<file path="src/hw/sfr_guard_pkg.sv">
package sfr_guard_pkg;

	localparam int ADDR_W = 4;
	localparam int DATA_W = 8;
	localparam int NUM_SFR = 16;
	localparam int NUM_HW = 8;
	localparam int KEY_BYTES = 4;
	localparam int KEY_W = KEY_BYTES * DATA_W;

	// Privilege mode presented by the CPU with every access
	typedef enum logic [1:0] {
		MODE_SYS = 2'h0,
		MODE_FW = 2'h1,
		MODE_USER = 2'h3,
		MODE_BAD = 2'h2
	} mode_t;

	// Register classes are fixed by address bits
	localparam logic [1:0] CLS_CPU = 2'h0;
	localparam logic [1:0] CLS_MMU = 2'h1;

	// MMU configuration block
	localparam logic [ADDR_W-1:0] SEG_PTR = 4'h4;
	localparam logic [ADDR_W-1:0] USR_GRANT = 4'h5;
	localparam logic [ADDR_W-1:0] FW_GRANT = 4'h6;
	localparam logic [ADDR_W-1:0] MMU_CTRL = 4'h7;

	// Hardware component block
	localparam logic [ADDR_W-1:0] COPRO_CTRL = 4'h8;
	localparam logic [ADDR_W-1:0] RNG_DATA = 4'h9;
	localparam logic [ADDR_W-1:0] COPRO_DATA = 4'ha;
	localparam logic [ADDR_W-1:0] KDF_CTRL = 4'hb;
	localparam logic [ADDR_W-1:0] KEY_BASE = 4'hc;
	localparam int FLUSH_BIT = 0;

	// Reset contents, entry i at bits [8*i +: 8]; segment pointer and
	// both grant masks clear, so no segment and no User or Firmware component access exist
	localparam logic [NUM_SFR*DATA_W-1:0] SFR_RST =
		128'h0000_0000_0000_0000_0000_0000_0000_0700;

endpackage : sfr_guard_pkg

</file>
<file path="src/hw/sfr_guard.sv">
// Functional notes
// - MMU config registers reachable only in System Mode
// - Segment table pointer written only in System
// - System Mode reaches hardware component registers
// - User Mode gets only CPU registers by default
// - User access to component register needs grant
// - Reset loads every register value and attribute
// - Reset leaves restrictive MMU attributes before software
// - Only user/firmware component rights are programmable
// - Attribute updates accepted only from privileged mode
// - Key flush clears all derived key registers
module sfr_guard
	import sfr_guard_pkg::*;
(
	input wire logic clk,
	input wire logic reset_n,
	input wire logic acc_valid,
	input wire logic acc_write,
	input wire logic [ADDR_W-1:0] acc_addr,
	input wire logic [DATA_W-1:0] acc_wdata,
	input wire logic [1:0] acc_mode,
	input wire logic kdf_load,
	input wire logic [KEY_W-1:0] kdf_key,
	output logic acc_done_ff,
	output logic [DATA_W-1:0] acc_rdata_ff,
	output logic violation_ff,
	output logic [KEY_W-1:0] key_ff
);

	logic [DATA_W-1:0] sfr_ff [NUM_SFR];
	logic [DATA_W-1:0] nxt_sfr [NUM_SFR];
	logic nxt_done;
	logic nxt_violation;
	logic [DATA_W-1:0] nxt_rdata;
	logic [KEY_W-1:0] nxt_key;
	// Flat view of the register file, read only by the checks below
	wire logic [NUM_SFR*DATA_W-1:0] sfr_flat;

	// Decode of mode and register class; the class map is wiring only,
	// so no software path can move a register into another class
	wire logic mode_sys = (acc_mode == MODE_SYS);
	wire logic mode_fw = (acc_mode == MODE_FW);
	wire logic mode_user = (acc_mode == MODE_USER);
	wire logic is_cpu = (acc_addr[3:2] == CLS_CPU);
	wire logic is_mmu = (acc_addr[3:2] == CLS_MMU);
	wire logic is_hw = acc_addr[3];
	wire logic [2:0] hw_idx = acc_addr[2:0];
	wire logic [DATA_W-1:0] usr_grant = sfr_ff[USR_GRANT];
	wire logic [DATA_W-1:0] fw_grant = sfr_ff[FW_GRANT];

	wire logic cpu_ok = is_cpu && (mode_sys || mode_fw || mode_user);
	wire logic mmu_ok = is_mmu && mode_sys;
	wire logic hw_ok = is_hw && (mode_sys
		|| (mode_fw && fw_grant[hw_idx])
		|| (mode_user && usr_grant[hw_idx]));
	wire logic allow = cpu_ok || mmu_ok || hw_ok;
	wire logic wr_ok = acc_valid && acc_write && allow;
	wire logic denied = acc_valid && !allow;

	// A flush takes priority over a fresh key load in the same cycle,
	// so a key can never survive a request to destroy it
	wire logic flush = wr_ok && (acc_addr == KDF_CTRL)
		&& acc_wdata[FLUSH_BIT];

	genvar gi;
	generate
		for (gi = 0; gi < NUM_SFR; gi++) begin : g_sfr
			localparam logic [ADDR_W-1:0] IDX = ADDR_W'(gi);
			localparam bit IS_KEY = (gi >= KEY_BASE);
			localparam int KB = IS_KEY ? gi - KEY_BASE : 0;
			wire logic hit = wr_ok && (acc_addr == IDX);
			assign sfr_flat[gi*DATA_W +: DATA_W] = sfr_ff[gi];
			assign nxt_sfr[gi] =
				(IS_KEY && flush) ? '0 :
				(IS_KEY && kdf_load) ? kdf_key[KB*DATA_W +: DATA_W] :
				hit ? acc_wdata : sfr_ff[gi];
			always_ff @(posedge clk) begin
				if (!reset_n) begin
					sfr_ff[gi] <= SFR_RST[gi*DATA_W +: DATA_W];
				end else begin
					sfr_ff[gi] <= nxt_sfr[gi];
				end
			end
		end
	endgenerate

	// Denied reads return zero so nothing leaks through the data path
	assign nxt_done = acc_valid;
	assign nxt_violation = denied;
	assign nxt_rdata = (acc_valid && !acc_write && allow) ?
		sfr_ff[acc_addr] : '0;
	assign nxt_key = {nxt_sfr[KEY_BASE+3], nxt_sfr[KEY_BASE+2],
		nxt_sfr[KEY_BASE+1], nxt_sfr[KEY_BASE]};

	always_ff @(posedge clk) begin
		if (!reset_n) begin
			acc_done_ff <= 1'b0;
			violation_ff <= 1'b0;
			acc_rdata_ff <= '0;
			key_ff <= '0;
		end else begin
			acc_done_ff <= nxt_done;
			violation_ff <= nxt_violation;
			acc_rdata_ff <= nxt_rdata;
			key_ff <= nxt_key;
		end
	end
endmodule : sfr_guard

</file>
<file path="config.mk">
export PLATFORM = sky130hd
export DESIGN_NAME = sfr_guard
export DESIGN_NICKNAME = d
export VERILOG_FILES = /design/src/hw/sfr_guard_pkg.sv /design/src/hw/sfr_guard.sv
export SDC_FILE = /design/constraint.sdc
export NUM_CORES = 1
export LEC_CHECK = 0
export BUFFER_PORTS_ARGS = -buffer_cell sky130_fd_sc_hd__buf_4
export CORE_UTILIZATION = 43
export CTS_CLUSTER_SIZE = 8
export DETAILED_ROUTE_END_ITERATION = 7
export PLACE_DENSITY = 0.62
export SLEW_MARGIN = 20
export SYNTH_ARGS = -nofsm -noshare
export SYNTH_HDL_FRONTEND = slang
export SYNTH_SLANG_ARGS = --single-unit
</file>
<file path="constraint.sdc">
create_clock -name clk -period 6.5 [get_ports clk]
set_input_delay 1.3 -clock clk [delete_from_list [all_inputs] [get_ports clk]]
set_output_delay 1.3 -clock clk [all_outputs]
set_load 0.02 [all_outputs]
</file>
==> results of run 1 <==
cells by family (layout without fill, tap and decap cells):
group / Yosys count / count (layout) / synth area share (%)
AND/OR/NAND/NOR: 220 / 220 / 18.97
buffers and inverters: 57 / 134 / 4.890
multiplexers: 94 / 94 / 20.82
flip-flops: 138 / 138 / 49.74
AO/OA/AOI/OAI: 62 / 62 / 5.589
worst paths after layout:
check                           cells after the start                      start  slack (ps)                          end
worst min register to register                      2  sfr_ff[6][4]$_SDFFE_PN0P_         560    sfr_ff[6][4]$_SDFFE_PN0P_
worst max register to register                      5  sfr_ff[5][5]$_SDFFE_PN0P_        3730  sfr_ff[11][0]$_SDFFCE_PN0P_
worst min-delay path                                2  sfr_ff[6][4]$_SDFFE_PN0P_         560    sfr_ff[6][4]$_SDFFE_PN0P_
worst max-delay path                                6                acc_addr[1]        2570  sfr_ff[11][0]$_SDFFCE_PN0P_
flip-flops by register name, summed over array words and instances (netlist names):
register	count
sfr_ff	96
key_ff	32
acc_rdata_ff	8
acc_done_ff	1
violation_ff	1
stage by stage:
stage	hold WS, ps	worst slack (ps)	cell area, um^2	std cells
floorplan	496.2	3071	7164	571
global placement	541.1	2264	7839	832
detailed placement	545.5	2107	7839	832
CTS	555.7	2534	8373	864
global route	587.3	2405	8373	864
finish	561.3	2571	8373	864
per-layer routing:
metal / wire length, um / vias up
met5: 13 / -
li1: - / 2295
met3: 1363 / 35
met1: 8041 / 2450
met4: 511 / 2
met2: 9448 / 233
worst reg2reg max path: stages, from the launching register on:
cell and delay (ps):
dfxtp_1 390, mux2_2 180, a2bb2oi_1 490, o21a_1 250, o21ai_0 200, o21ai_0 890
area by class of cell:
type | count | area (um^2)
clock inverters | 10 | 68.82
inverters | 5 | 18.77
flip-flops and latches | 138 | 3563
well taps | 216 | 270.3
clock buffers | 22 | 465.4
fillers | 1389 | 7685
multi-input cells | 376 | 3258
repair buffers | 97 | 728.2
power breakdown:
part           internal [mW]  total, mW  switching (mW)  leakage, nW
clock network          0.509      0.877           0.368        0.260
logic                  0.116      0.267           0.151         2.01
registers              0.966      0.989          0.0228         1.24
layout by cell type (no fill, tap or decap), drive strengths merged, types with 22 or more instances in the layout:
cell and count:
mux2i 23, dfxtp 58, nor3 31, and3 86, nor2 57, mux2 30
o21ai 44, buf 97, mux4 41, edfxtp 80, clkbuf 22
==> run summary, run 1 <==
run status - completed
endpoints failing setup - 0
Die Area - 17180 um^2
largest net degree at the start of global routing - 90
Starting Density - 44.62%
Syn Inst Count - 571
Sink Count - 138
Resized Gates After CTS - 0
Startpoint Class - input port
final net count - 686
Yosys reg bits - 138
dpl hpwl - 13040 um
ys async rst share - 0%
drc violations - 0
global-route wire length before repair - 29650 um
critical path data required time - 6540 ps
PwrDens - 254.8 nW/um^2
die width - 131.1 um
DRT Wirelength - 19380 um
cell taking the most area after synthesis - edfxtp_1
All-Layer GR Usage - 24.31%
total power - 2.133 mW
io pins - 93
skew final - 9.529 ps
Critical Path AT - 3970 ps
GR met2 Demand/Resource - 39.43%
Synth cell types - 48
Ant. Diodes - 0
Fmax - 254.6 MHz
most frequent cell after synthesis - and3_1
Final Slew Violations - 0
Buf/Inv on CP - 1
hold crit path type - flop to flop
initial antenna violation count - 2
die extent in y - 131.1 um
Synth top area share - 33.53%
initial drt markers - 457
clk buf depth - 2
cells along the critical path - buf_4 > mux2_2 > a2bb2oi_1 > o21a_1 > o21ai_0 > o21ai_0
Crit path top cell by count - o21ai_0
htree depth - 4
crit path max fanout - 44
Area contributors post-synth - edfxtp_1 34%, dfxtp_1 16%, mux4_2 13%
period utilization - 60.44%
CTS tree - done
Port Buf Inserts - 92
share of layout cells above drive strength 1 - 36.57%
hold_buf cts - 0
# Max-Cap Violations - 0
Synth Area per Inst - 12.55 um^2
Routed Antenna Nets - 0
Worst Max-Slew Pin Slew - 1042 ps
via/cell ratio - 5.804
vias - 5015
GRT overflow - 0
Netlist Area Pre-Place - 7164 um^2
Crit. End Element - flop
critical path class - input port to flop
P&R area growth vs syn - 16.87%
postcts setup bufs - 0
CP max stage delay - 890 ps
GR peak layer - met2
Tmin final - 3929 ps
setup TNS - 0 ps
met3 usage - 5.560%
Core Area - 16060 um^2
synth cell count leaders - 86 x and3_1, 80 x edfxtp_1, 58 x dfxtp_1
number of synthesized flops with an enable pin - 80
GPL Wtd Cong - 0.8206
vias in the first global route - 5049
Mapped Nets - 622
post-layout util - 52.14%
clk root buf - clkbuf_16
Leak Pwr - 3.510 nW
Num CTS Buffers - 17
RSZ-0062 raised after global routing - no
final hold violation count - 0
TritonRoute pass-1 iters - 5
worst vdd ir - 0.1867 mV
Crit path max-delay family - compound AO/OA/AOI/OAI gates
Relative slew margins - 29.78%
Crit-path slowest cell - o21ai_0
yosys warns - 0
Global Route met1 Usage - 31.33%
Rows - 46
Worst-path clk slew - 60 ps
Post-synth top flop - edfxtp_1
clk_lat worst skew - 420 ps
register area share after synthesis - 49.74%
routed len/inst - 22.43 um
(Power assumes the default switching activity.)
==> run 2: changes to the inputs <==
clock period = 4.09 ns   (was 6.5 ns; I/O delays follow)
==> run summary, run 2 (synthesis results as in run 1) <==
critical path class - input port to flop
PwrDens - 401.5 nW/um^2
Routed Antenna Nets - 0
clk root buf - clkbuf_16
postcts setup bufs - 0
skew final - 7.790 ps
share of layout cells above drive strength 1 - 36.74%
DRT Wirelength - 19270 um
io pins - 93
htree depth - 4
Hold Crit Depth - 2
dpl hpwl - 12930 um
GRT overflow - 0
worst r2r path cells - 5
Tmin final - 2899 ps
period utilization - 70.88%
final hold violation count - 0
Ant. Diodes - 0
Worst Max-Slew Pin Slew - 931.1 ps
Crit. End Element - flop
Core Area - 16060 um^2
GPL Wtd Cong - 0.8465
crit path max fanout - 31
TritonRoute pass-1 iters - 5
die extent in y - 131.1 um
initial antenna violation count - 0
most common cell after layout, fill and taps aside - buf_4
vias - 5033
initial drt markers - 439
RSZ-0062 raised after global routing - no
Rows - 46
run status - completed
final net count - 694
Leak Pwr - 3.552 nW
global-route wire length before repair - 29220 um
final setup margin - 1191 ps
CTS tree - done
# Max-Cap Violations - 0
Final Slew Violations - 0
critical path data required time - 4360 ps
clk buf depth - 2
clk_lat worst skew - 430 ps
Port Buf Inserts - 92
FF-to-FF setup slack - 1760 ps
Fmax - 344.9 MHz
Die Area - 17180 um^2
via/cell ratio - 5.772
hold slack - 546.8 ps
worst vdd ir - 0.3093 mV
routed len/inst - 22.10 um
Worst-path clk slew - 60 ps
Critical Path AT - 3170 ps
hold crit path type - flop to flop
Relative slew margins - 37.86%
max reg flops - 96
die width - 131.1 um
fillers - 1406
P&R area growth vs syn - 17.67%
Largest Register - sfr_ff
most frequent cells in the layout - 104 x buf_4, 86 x and3_1, 80 x edfxtp_1, 58 x dfxtp_1, 57 x nor2_1
Starting Density - 44.62%
Regs by FF count - sfr_ff (96), key_ff (32), acc_rdata_ff (8)
hold_buf cts - 0
Num CTS Buffers - 17
Sink Count - 138
endpoints failing setup - 0
instance area at placement - 7911 um^2
largest net degree at the start of global routing - 90
post-place setup slack - 747.7 ps
setup TNS - 0 ps
Startpoint Class - input port
drc violations - 0
design area - 8431 um^2
All-Layer GR Usage - 24.27%
Resized Gates After CTS - 0
vias in the first global route - 5115
run 2: changes by cell type in the layout (fill, tap and decap cells not counted):
| cell | change |
|---|---|
| clkbuf_1 | -1 |
| clkbuf_16 | -1 |
| clkinvlp_4 | -2 |
| bufinv_16 | +1 |
| clkinv_2 | +2 |
| clkinv_1 | +5 |
| inv_4 | -2 |
| buf_12 | +1 |
| clkinv_4 | -2 |
| buf_4 | +7 |
| o21ai_1 | -5 |
| o21ai_0 | +5 |
run 2: worst paths after layout:
path / from / to
setup / recovery: acc_addr[0] / key_ff[25]$_SDFFE_PP0P_
hold / removal: sfr_ff[6][0]$_SDFFE_PN0P_ / sfr_ff[6][0]$_SDFFE_PN0P_
setup reg to reg: sfr_ff[5][7]$_SDFFE_PN0P_ / sfr_ff[1][0]$_SDFFCE_PN1P_
hold reg to reg: sfr_ff[6][0]$_SDFFE_PN0P_ / sfr_ff[6][0]$_SDFFE_PN0P_
run 2: area by class of cell:
class                   count  area, um^2  area share [%]
clock buffers              20       436.7           5.180
clock inverters            12       82.58          0.9795
inverters                   5       18.77          0.2226
multi-input cells         376        3258           38.65
flip-flops and latches    138        3563           42.27
well taps                 216       270.3           3.206
repair buffers            105       800.8           9.498
run 2: routing by layer:
metal	wire length (um)	track usage, %	share of wire (%)	vias to the layer above
li1	-	-	-	2300
met1	7957	29.44	41	2517
met2	9429	40.71	49	181
met3	1311	6.331	6.8	35
met4	575	10.82	3.0	0
met5	0	0	0	-
run 2: worst max-delay path, cell delays in order:
cell and delay [ps]:
buf_4 450, nand4_4 250, or4_4 500, or4_1 470, o21ai_4 340, buf_12 240, a211oi_2 50
run 2: power breakdown:
group | switching [mW] | leakage, nW | internal (mW)
Sequential | 0.0336 | 1.24 | 1.54
Combinational | 0.241 | 2.05 | 0.190
Clock | 0.568 | 0.259 | 0.818
run 2: through the flow:
stage	total power, mW	util, %	instances
6_report	3.385	52.50	872
3_5_place_dp	2.029	49.27	840
5_1_grt	3.491	52.50	872
3_3_place_gp	2.020	49.27	840
4_1_cts	3.400	52.50	872
2_1_floorplan	1.864	-	571
